--- src/logic/fmd_pkg.sv ---
// Constants, types and helpers for the fault monitor and trouble-code reporter.
// Assumes one 125 MHz clock and an APB master with 32-bit data.
// What this block does
// - Trouble code packs SPN, FMI, zero, count
// - Previous-codes list sent only on request
// - Blocks 1-3 default: supply, temperature, timeouts
// - Four selectable fault types per block
// - Min/max: two thresholds, quiet between them
// - Absolute: one threshold, quiet below it
// - State: fixed thresholds one and zero
// - Double min/max: four independently configured thresholds
// - Current-feedback faults keep per-output error flag
// - Supply/temperature flags disable outputs when enabled
// - No-fault message; announce when last clears
// - Newly active code sends message immediately
// - Several active codes use multipacket transfer
// - No active-fault broadcast for five seconds
// - Delay qualifies fault, then activate and count
// - Vanished fault becomes previously active
// - Clear-on-request codes stay until clear request
// - Lamp byte from per-event lamp selection
// - Zero parameter number sends no message
// - Changing parameter number zeroes occurrence count
// - Failure mode accepts 0-21 and 31
// - High and low modes never paired automatically
// - Flagging delay counted in milliseconds
package fmd_pkg;
    localparam int NBLK = 4;
    localparam int NSLOT = 4;
    localparam int NEV = NBLK * NSLOT;
    localparam int NSRC = 8;
    localparam int NOUT = 4;
    localparam int CLK_HZ = 125_000_000;
    localparam int TICK_MS = 1;
    localparam int MS_CYCLES_DEF = CLK_HZ / 1000 * TICK_MS;
    localparam int HOLDOFF_S = 5;
    localparam int HOLDOFF_MS_DEF = HOLDOFF_S * 1000;
    localparam int PERIOD_S = 1;
    localparam logic [15:0] PERIOD_MS = 16'(PERIOD_S * 1000);
    localparam logic [11:0] ADDR_CTRL = 12'h000;
    localparam logic [11:0] ADDR_STAT = 12'h004;
    localparam logic [7:0] ADDR_BLK_HI = 8'h01;
    localparam logic [3:0] ADDR_EV_HI = 4'h1;
    localparam logic [1:0] EV_CFG = 2'h0;
    localparam logic [1:0] EV_THR = 2'h1;
    localparam logic [1:0] EV_SPN = 2'h2;
    localparam logic [1:0] EV_DTC = 2'h3;
    localparam int CFG_GEN = 0;
    localparam int CFG_CLR = 1;
    localparam int CFG_LAMP = 2;
    localparam int CFG_FMI = 4;
    localparam int CFG_DLY = 16;
    localparam int CTRL_PWR = 0;
    localparam int CTRL_TMP = 1;
    localparam logic [2:0] SRC_SUPPLY = 3'h0;
    localparam logic [2:0] SRC_TEMP = 3'h1;
    localparam logic [2:0] SRC_RXTO = 3'h2;
    localparam logic [2:0] SRC_OUT0 = 3'h3;
    localparam logic [1:0] DEF_LAMP = 2'h1;
    localparam logic [15:0] DEF_DELAY = 16'h03e8;
    localparam logic [15:0] DEF_THR = 16'h0000;
    localparam logic [6:0] OC_MAX = 7'h7f;
    localparam logic [4:0] FMI_TOP = 5'h15;
    localparam logic [4:0] FMI_EXIST = 5'h1f;

    typedef enum logic [1:0] {MODE_MINMAX, MODE_ABS, MODE_STATE, MODE_DOUBLE} fmd_mode_e;
    typedef enum logic [1:0] {MSG_DM1_NONE, MSG_DM1_SINGLE, MSG_DM1_MULTI, MSG_DM2} fmd_kind_e;

    typedef struct packed {
        logic      valid;
        fmd_kind_e kind;
        logic [7:0] lamp;
        logic [4:0] count;
        logic [31:0] dtc;
    } fmd_msg_s;

    function automatic logic [31:0] fmd_dtc(input logic [18:0] spn, input logic [4:0] fmi,
                                            input logic [6:0] oc);
        fmd_dtc = {spn[7:0], spn[15:8], spn[18:16], fmi, 1'b0, oc};
    endfunction

    function automatic logic fmd_fmi_ok(input logic [4:0] fmi);
        fmd_fmi_ok = (fmi <= FMI_TOP) || (fmi == FMI_EXIST);
    endfunction

    // Min/max: slot 0 low side, slot 1 high side; double: even slots low side, odd slots high side; absolute and state use slot 0 for the high side.
    function automatic logic fmd_cond(input fmd_mode_e mode, input int slot,
                                      input logic [15:0] v, input logic [15:0] thr);
        fmd_cond = 1'b0;
        case (mode)
            MODE_MINMAX: fmd_cond = (slot == 0) ? (v < thr) : (slot == 1) ? (v > thr) : 1'b0;
            MODE_ABS:    fmd_cond = (slot == 0) && (v >= thr);
            MODE_STATE:  fmd_cond = (slot == 0) && (v >= 16'h0001);
            MODE_DOUBLE: fmd_cond = slot[0] ? (v > thr) : (v < thr);
            default:     fmd_cond = 1'b0;
        endcase
    endfunction

    function automatic logic [2:0] fmd_def_src(input int blk);
        fmd_def_src = (blk == 0) ? SRC_SUPPLY : (blk == 1) ? SRC_TEMP : SRC_RXTO;
    endfunction

    function automatic logic [7:0] fmd_lamp_bits(input logic [1:0] sel);
        fmd_lamp_bits = 8'h01 << {sel, 1'b0};
    endfunction
endpackage

--- src/logic/fmd_monitor.sv ---
// Fault monitor: threshold checks, flagging delay, trouble codes and message scheduling.
// Assumes synchronous inputs, APB register access and a CAN layer that frames the messages.
//
// Local design decisions: the placing of the registers and the APB register port.
`timescale 1ns/100ps
`default_nettype none
module fmd_monitor #(
    parameter int MS_CYCLES  = fmd_pkg::MS_CYCLES_DEF,
    parameter int HOLDOFF_MS = fmd_pkg::HOLDOFF_MS_DEF
) (
    input  wire logic                 clk_in,
    input  wire logic                 srst_in,
    input  wire logic                 psel_in,
    input  wire logic                 penable_in,
    input  wire logic                 pwrite_in,
    input  wire logic [11:0]          paddr_in,
    input  wire logic [31:0]          pwdata_in,
    output logic      [31:0]          prdata_out,
    output logic                      pready_out,
    output logic                      pslverr_out,
    input  wire logic [7:0][15:0]     monitor_value_in,
    input  wire logic                 dm2_request_in,
    input  wire logic                 dm11_request_in,
    output fmd_pkg::fmd_msg_s         msg_out,
    output logic [fmd_pkg::NOUT-1:0]  out_fault_out,
    output logic                      outputs_disable_out
);
    import fmd_pkg::*;

    logic [15:0] thr [NEV];
    logic [18:0] spn [NEV];
    logic [4:0]  fmi [NEV];
    logic [1:0]  lamp [NEV];
    logic [15:0] dly [NEV];
    logic [15:0] elapsed [NEV];
    logic [6:0]  oc [NEV];
    logic [NEV-1:0] gen_en, clr_req, flag, active, prev, cond, qual, spn_chg;
    fmd_mode_e   mode [NBLK];
    logic [2:0]  src [NBLK];
    logic [1:0]  ctrl;
    logic [31:0] ms_cnt;
    logic        ms_tick;
    logic [15:0] hold_cnt, per_cnt;
    logic        hold_done, dm2_pend;
    logic [NEV-1:0] qual_q;

    // APB decode: two-cycle access, pready comes from a flop.
    wire         acc      = psel_in && penable_in;
    wire         wr       = acc && pready_out && pwrite_in;
    wire         is_ev    = (paddr_in[11:8] == ADDR_EV_HI) && (paddr_in[1:0] == 2'h0);
    wire         is_blk   = (paddr_in[11:4] == ADDR_BLK_HI)
                            && ({1'b0, paddr_in[3:2]} < 3'(NBLK))
                            && (paddr_in[1:0] == 2'h0);
    wire         is_ctrl  = (paddr_in == ADDR_CTRL);
    wire         is_stat  = (paddr_in == ADDR_STAT);
    wire         mapped   = is_ev || is_blk || is_ctrl || is_stat;
    wire [3:0]   ev_i     = paddr_in[7:4];
    wire [1:0]   reg_i    = paddr_in[3:2];
    wire [1:0]   blk_i    = paddr_in[3:2];
    wire [4:0]   wr_fmi   = pwdata_in[CFG_FMI +: 5];
    wire [31:0]  ev_cfg   = {dly[ev_i], 7'h00, fmi[ev_i], lamp[ev_i], clr_req[ev_i], gen_en[ev_i]};
    wire [31:0]  ev_word  = (reg_i == EV_CFG) ? ev_cfg :
                            (reg_i == EV_THR) ? {16'h0000, thr[ev_i]} :
                            (reg_i == EV_SPN) ? {13'h0000, spn[ev_i]} :
                            fmd_dtc(spn[ev_i], fmi[ev_i], oc[ev_i]);
    wire [4:0]   n_active = 5'($countones(qual));
    wire [31:0]  stat_w   = {prev, 3'h0, hold_done, 7'h00, n_active};
    wire [31:0]  rd_word  = is_ev ? ev_word :
                            is_blk ? {27'h0, src[blk_i], mode[blk_i]} :
                            is_ctrl ? {30'h0, ctrl} :
                            is_stat ? stat_w : 32'h0000_0000;

    always_ff @(posedge clk_in) begin
        if (srst_in) begin
            pready_out  <= 1'b0;
            prdata_out  <= 32'h0000_0000;
            pslverr_out <= 1'b0;
        end else begin
            pready_out  <= acc && !pready_out;
            prdata_out  <= (acc && !pready_out && !pwrite_in) ? rd_word : 32'h0000_0000;
            pslverr_out <= acc && !pready_out && !mapped;
        end
    end

    // Configuration. Illegal failure-mode codes are ignored and the old value stays.
    always_ff @(posedge clk_in) begin
        if (srst_in) begin
            ctrl <= 2'h0;
            for (int b = 0; b < NBLK; b++) begin
                mode[b] <= MODE_MINMAX;
                src[b]  <= fmd_def_src(b);
            end
            for (int e = 0; e < NEV; e++) begin
                thr[e]     <= DEF_THR;
                spn[e]     <= 19'h00000;
                fmi[e]     <= e[0] ? 5'h00 : 5'h01;
                lamp[e]    <= DEF_LAMP;
                dly[e]     <= DEF_DELAY;
                gen_en[e]  <= 1'b1;
                clr_req[e] <= 1'b0;
            end
        end else if (wr) begin
            if (is_ctrl) ctrl <= pwdata_in[1:0];
            if (is_blk) begin
                mode[blk_i] <= fmd_mode_e'(pwdata_in[1:0]);
                src[blk_i]  <= pwdata_in[4:2];
            end
            if (is_ev && reg_i == EV_CFG) begin
                gen_en[ev_i]  <= pwdata_in[CFG_GEN];
                clr_req[ev_i] <= pwdata_in[CFG_CLR];
                lamp[ev_i]    <= pwdata_in[CFG_LAMP +: 2];
                dly[ev_i]     <= pwdata_in[CFG_DLY +: 16];
                if (fmd_fmi_ok(wr_fmi)) fmi[ev_i] <= wr_fmi;
            end
            if (is_ev && reg_i == EV_THR) thr[ev_i] <= pwdata_in[15:0];
            if (is_ev && reg_i == EV_SPN) spn[ev_i] <= pwdata_in[18:0];
        end
    end

    genvar g;
    generate
        for (g = 0; g < NEV; g++) begin : g_ev
            // Each slot has its own threshold and its own code parameters.
            assign cond[g] = fmd_cond(mode[g / NSLOT], g % NSLOT,
                                      monitor_value_in[src[g / NSLOT]], thr[g]);
            assign spn_chg[g] = wr && is_ev && (reg_i == EV_SPN) && (ev_i == 4'(g))
                                && (pwdata_in[18:0] != spn[g]);
            assign qual[g] = active[g] && gen_en[g] && (spn[g] != 19'h00000);
        end
    endgenerate

    // Millisecond time base shared by all delay timers.
    always_ff @(posedge clk_in) begin
        if (srst_in || ms_tick) ms_cnt <= 32'h0000_0000;
        else ms_cnt <= ms_cnt + 32'h0000_0001;
        if (srst_in) ms_tick <= 1'b0;
        else ms_tick <= (ms_cnt == 32'(MS_CYCLES - 2));
    end

    // Fault qualification and code state per event.
    always_ff @(posedge clk_in) begin
        if (srst_in) begin
            flag   <= '0;
            active <= '0;
            prev   <= '0;
            for (int e = 0; e < NEV; e++) begin
                elapsed[e] <= 16'h0000;
                oc[e]      <= 7'h00;
            end
        end else begin
            for (int e = 0; e < NEV; e++) begin
                if (!cond[e]) begin
                    elapsed[e] <= 16'h0000;
                    flag[e]    <= 1'b0;
                    if (flag[e] && !clr_req[e]) begin
                        active[e] <= 1'b0;
                        prev[e]   <= 1'b1;
                    end
                end else if (!flag[e] && elapsed[e] >= dly[e]) begin
                    flag[e]   <= 1'b1;
                    active[e] <= 1'b1;
                    prev[e]   <= 1'b0;
                    if (gen_en[e] && spn[e] != 19'h00000 && oc[e] != OC_MAX)
                        oc[e] <= oc[e] + 7'h01;
                end else if (!flag[e] && ms_tick) begin
                    elapsed[e] <= elapsed[e] + 16'h0001;
                end
                // A clear request drops only codes whose cause has already gone.
                if (dm11_request_in && active[e] && !flag[e]) begin
                    active[e] <= 1'b0;
                    prev[e]   <= 1'b1;
                end
                if (spn_chg[e]) oc[e] <= 7'h00;
            end
        end
    end

    // Internal flags for outputs, supply and temperature.
    logic [NBLK-1:0] blk_flag;
    logic [NOUT-1:0] next_out_fault;
    logic            sup_err, tmp_err;
    always_comb begin
        next_out_fault = '0;
        sup_err = 1'b0;
        tmp_err = 1'b0;
        for (int b = 0; b < NBLK; b++) begin
            blk_flag[b] = |flag[b * NSLOT +: NSLOT];
            sup_err = sup_err || (blk_flag[b] && src[b] == SRC_SUPPLY);
            tmp_err = tmp_err || (blk_flag[b] && src[b] == SRC_TEMP);
            for (int o = 0; o < NOUT; o++)
                if (blk_flag[b] && src[b] == SRC_OUT0 + 3'(o)) next_out_fault[o] = 1'b1;
        end
    end

    wire next_disable = (sup_err && ctrl[CTRL_PWR]) || (tmp_err && ctrl[CTRL_TMP]);

    always_ff @(posedge clk_in) begin
        if (srst_in) begin
            out_fault_out       <= '0;
            outputs_disable_out <= 1'b0;
        end else begin
            out_fault_out       <= next_out_fault;
            outputs_disable_out <= next_disable;
        end
    end

    // Message scheduling.
    logic [31:0] first_dtc;
    logic [7:0]  lamp_byte;
    logic [4:0]  n_prev;
    always_comb begin
        first_dtc = 32'h0000_0000;
        lamp_byte = 8'h00;
        n_prev    = 5'h00;
        for (int e = NEV - 1; e >= 0; e--) begin
            if (qual[e]) first_dtc = fmd_dtc(spn[e], fmi[e], oc[e]);
            if (qual[e]) lamp_byte = lamp_byte | fmd_lamp_bits(lamp[e]);
            if (prev[e] && spn[e] != 19'h00000) n_prev = n_prev + 5'h01;
        end
    end

    wire new_act   = |(qual & ~qual_q);
    wire went_none = (qual_q != '0) && (qual == '0);
    wire per_due   = ms_tick && (per_cnt == PERIOD_MS - 16'h0001);
    wire send_dm1  = hold_done && (new_act || went_none || per_due);
    wire [1:0] kind_sel = (n_active == 5'h00) ? 2'h0 : (n_active == 5'h01) ? 2'h1 : 2'h2;

    always_ff @(posedge clk_in) begin
        if (srst_in) begin
            hold_cnt  <= 16'h0000;
            hold_done <= 1'b0;
            per_cnt   <= 16'h0000;
            qual_q    <= '0;
            dm2_pend  <= 1'b0;
            msg_out   <= '0;
        end else begin
            qual_q <= qual;
            if (ms_tick && !hold_done) hold_cnt <= hold_cnt + 16'h0001;
            if (hold_cnt == 16'(HOLDOFF_MS)) hold_done <= 1'b1;
            if (send_dm1) per_cnt <= 16'h0000;
            else if (ms_tick) per_cnt <= per_due ? 16'h0000 : per_cnt + 16'h0001;
            msg_out.valid <= send_dm1 || dm2_pend;
            if (send_dm1) begin
                msg_out.kind  <= fmd_kind_e'(kind_sel);
                msg_out.lamp  <= lamp_byte;
                msg_out.count <= n_active;
                msg_out.dtc   <= first_dtc;
            end else if (dm2_pend) begin
                msg_out.kind  <= MSG_DM2;
                msg_out.lamp  <= 8'h00;
                msg_out.count <= n_prev;
                msg_out.dtc   <= 32'h0000_0000;
            end
            // A request arriving while the pending one goes out is kept.
            if (dm2_request_in) dm2_pend <= 1'b1;
            else if (!send_dm1) dm2_pend <= 1'b0;
        end
    end
endmodule
`default_nettype wire

--- config.mk ---
export PLATFORM = sky130hd
export DESIGN_NAME = fmd_monitor
export DESIGN_NICKNAME = d
export VERILOG_FILES = /design/src/logic/fmd_pkg.sv /design/src/logic/fmd_monitor.sv
export SDC_FILE = /design/constraint.sdc
export NUM_CORES = 2
export LEC_CHECK = 0
export BUFFER_PORTS_ARGS = -buffer_cell sky130_fd_sc_hd__buf_2
export CELL_PAD_IN_SITES_DETAIL_PLACEMENT = 1
export CELL_PAD_IN_SITES_GLOBAL_PLACEMENT = 2
export CORE_UTILIZATION = 40
export CTS_BUF_LIST = sky130_fd_sc_hd__clkbuf_4
export DETAILED_ROUTE_END_ITERATION = 10
export PLACE_DENSITY_LB_ADDON = 0.1
export SYNTH_ARGS = -nofsm -noshare
export SYNTH_HDL_FRONTEND = slang
export SYNTH_SLANG_ARGS = --single-unit
--- constraint.sdc ---
create_clock -name clk_in -period 20.8 [get_ports clk_in]
set_clock_uncertainty 0.2 [all_clocks]
set_input_delay 4.16 -clock clk_in [delete_from_list [all_inputs] [get_ports clk_in]]
set_output_delay 4.16 -clock clk_in [all_outputs]
set_load 0.02 [all_outputs]
==> impl_metrics.py <==
metrics = {
    "status": {
        "status": "completed",
    },
    "sta": {
        "worst_slew_pin_slew_ps": 1390,
        "hold_violations": 0,
        "finalWorstPathRequiredPeriod_ps": 10810,
        "tns_ps": 0,
        "setup_viol": 0,
        "rsz0062_at_grt": "no",
        "slew_headroom": 0.0671,
        "fin_crit_sh": 0.520,
        "max_freq_mhz": 92.5,
        "drv_slew": 0,
    },
    "setup_path": {
        "required_ps": 21840,
        "cp.arrival_ps": 11860,
        "slowest_delay_ps": 640,
        "cp_top_family": "adder cells",
        "path_max_fanout": 5,
        "critical_path.endpoint_type": "flip-flop",
        "crit_slowest_cell": "o21ai_0",
        "crit_top_cell": "ha_1",
        "path_buf_inv": 1,
        "path_class": "reg2reg",
        "critPathLaunchType": "flip-flop",
    },
    "cts": {
        "hold_buffers": 0,
        "clockBufferDepth": 4,
        "cts_resized": 0,
        "htreeDepth": 5,
        "root_buffer": "clkbuf_4",
        "numCtsBuffers": 474,
        "cts_setup_buffers": 0,
        "clk_pin_slew_ps": 70,
        "cts.sinks": 1563,
        "cts_tree": "built",
        "clk_latency_ps": 1490,
    },
    "logic_synthesis": {
        "synth_area_leaders": "edfxtp_1 40%, mux4_2 11%, ha_1 7.2%, dfxtp_1 4.9%, xor2_1 3.5%",
        "netlist_area_mm2": 0.0999,
        "yosys-top-cells-count": "1,316 x edfxtp_1, 889 x nor2_1, 649 x inv_1",
        "synth-seq-cells": 1563,
        "synth_flop_cell": "edfxtp_1",
        "synth.distinct_cells": 98,
        "synth_edf_count": 1316,
        "yosysWarnings": 0,
        "yosysMostFrequentCell": "edfxtp_1",
        "syn_avg_cell_area_um2": 10.9,
        "syn_inst": 9204,
        "async_flop_share": 0,
        "yosysSeqAreaShare": 0.445,
        "synth_top_area_cell": "edfxtp_1",
        "synth_top_area_frac": 0.395,
    },
    "grt": {
        "grt_pass1_vias": 81100,
        "grt_overflow": 0,
        "track_usage": 0.331,
        "grt_util_met2": 0.514,
        "use_met1": 0.438,
        "grt_max_degree": 98,
        "grt_busiest_layer": "met2",
        "grt_first_pass_wirelength_mm": 598,
        "antenna_found_initial": 32,
        "grt_util_met3": 0.0651,
    },
    "placed_design": {
        "port_buffers": 260,
        "gp_congestion": 0.966,
        "dp_hpwl_mm": 316,
    },
    "floorplan": {
        "ios": 266,
        "die_w_um": 502,
        "fp.dieArea_mm2": 0.252,
        "rows": 183,
        "start_util": 0.402,
        "die_y_um": 502,
        "placeableCoreArea_mm2": 0.248,
    },
    "cells_and_area": {
        "fillers": 27200,
        "area_delta_synth_final_pct": 11.3,
        "drive_above_1_share": 0.193,
        "fin_util": 0.448,
        "seq_area_mm2": 0.0445,
        "multi_input_area_mm2": 0.0512,
        "finalNetCount": 10400,
    },
    "detailed_routing": {
        "vias_per_cell": 6.01,
        "drc": 0,
        "drt_iter0_drc": 8277,
        "wirelength_mm": 422,
        "wl_per_cell_um": 31.6,
        "drt_pass1_iterations": 5,
        "drtAntennaViolNets": 0,
        "vias": 80200,
    },
    "power_and_ir_drop": {
        "vdd_drop_max_mv": 0.0539,
        "power_density_mw_per_mm2": 71.2,
        "leakage_nw": 44.5,
    },
    "min_path": {
        "hp-class": "reg2reg",
    },
    "run": {
        "drv_cap": 0,
    },
}
==> where the power goes <==
part,leakage (nW),internal (mW),switching (mW),total [mW]
Clock,3.59,1.60,1.50,3.10
Sequential,15.7,3.49,0.127,3.61
Combinational,25.3,0.422,0.777,1.20
==> layout make-up <==
type,instances,share of cell area
multi-input combinational,6454,0.460
clock buffer,704,0.0475
inverter,661,0.0224
timing repair buffer,459,0.0257
tap,3330,0.0375
sequential,1563,0.400
clock inverter,150,0.00657
antenna,22,0.000495
==> through the flow <==
step / power, mW / worst slack [ps] / cell area, um2 / std cells / hold slack, ps
after global routing: 8.21 / 9120 / 111000 / 13300 / 269
final: 7.92 / 9990 / 111000 / 13300 / 247
after global placement: 4.83 / 10130 / 105000 / 12500 / 235
after CTS: 7.97 / 10040 / 111000 / 13300 / 255
after detailed placement: 4.86 / 10090 / 105000 / 12500 / 242
after floorplan: 4.32 / 11880 / 99900 / 9208 / 234
==> metal layers <==
metal	vias up	share of wire
li1	34800	-
met1	41200	0.41
met2	3427	0.45
met3	818	0.079
met4	16	0.054
met5	-	0.00026
==> logic make-up (layout without fill, tap and decap cells) <==
family                   count (synthesis)  count (layout)  share of synthesized area
AND/OR/NAND/NOR                       3391            3391                      0.173
AO/OA/AOI/OAI                         1194            1194                     0.0822
XOR/XNOR                               725             725                     0.0647
multiplexers                           550             550                      0.115
adder cells (fa/ha/maj)                589             589                     0.0745
buffers and inverters                 1191            1974                     0.0454
other                                    1              27                  0.0000375
flip-flops                            1563            1563                      0.445
==> registers in the layout (all words and copies together) (netlist names), 43 cells and up <==
signal,count
dly,256
elapsed,256
msg_out,43
thr,256
spn,304
oc,112
fmi,80
==> cells in the final DEF, fill, tap and decap left out, types with 276 or more instances in the layout <==
master,count
edfxtp_1,1316
nor2_1,884
clkbuf_4,704
inv_1,646
ha_1,578
and2_1,549
nand2_1,525
mux4_2,471
xor2_1,400
xnor2_1,316
nand3_1,299
and3_1,276
==> final timing paths <==
check,slack (ps),to,startpoint,cells past startpoint
worst min register to register,250,msg_out[4]$_SDFFE_PP0P_,msg_out[4]$_SDFFE_PP0P_,1
worst max-delay path,9990,msg_out[36]$_SDFFE_PP0P_,spn[15][12]$_SDFFCE_PN0P_,48
worst max register to register,9990,msg_out[36]$_SDFFE_PP0P_,spn[15][12]$_SDFFCE_PN0P_,48
worst min-delay path,250,msg_out[4]$_SDFFE_PP0P_,msg_out[4]$_SDFFE_PP0P_,1
Note: power is estimated with default switching activity, not from simulation.
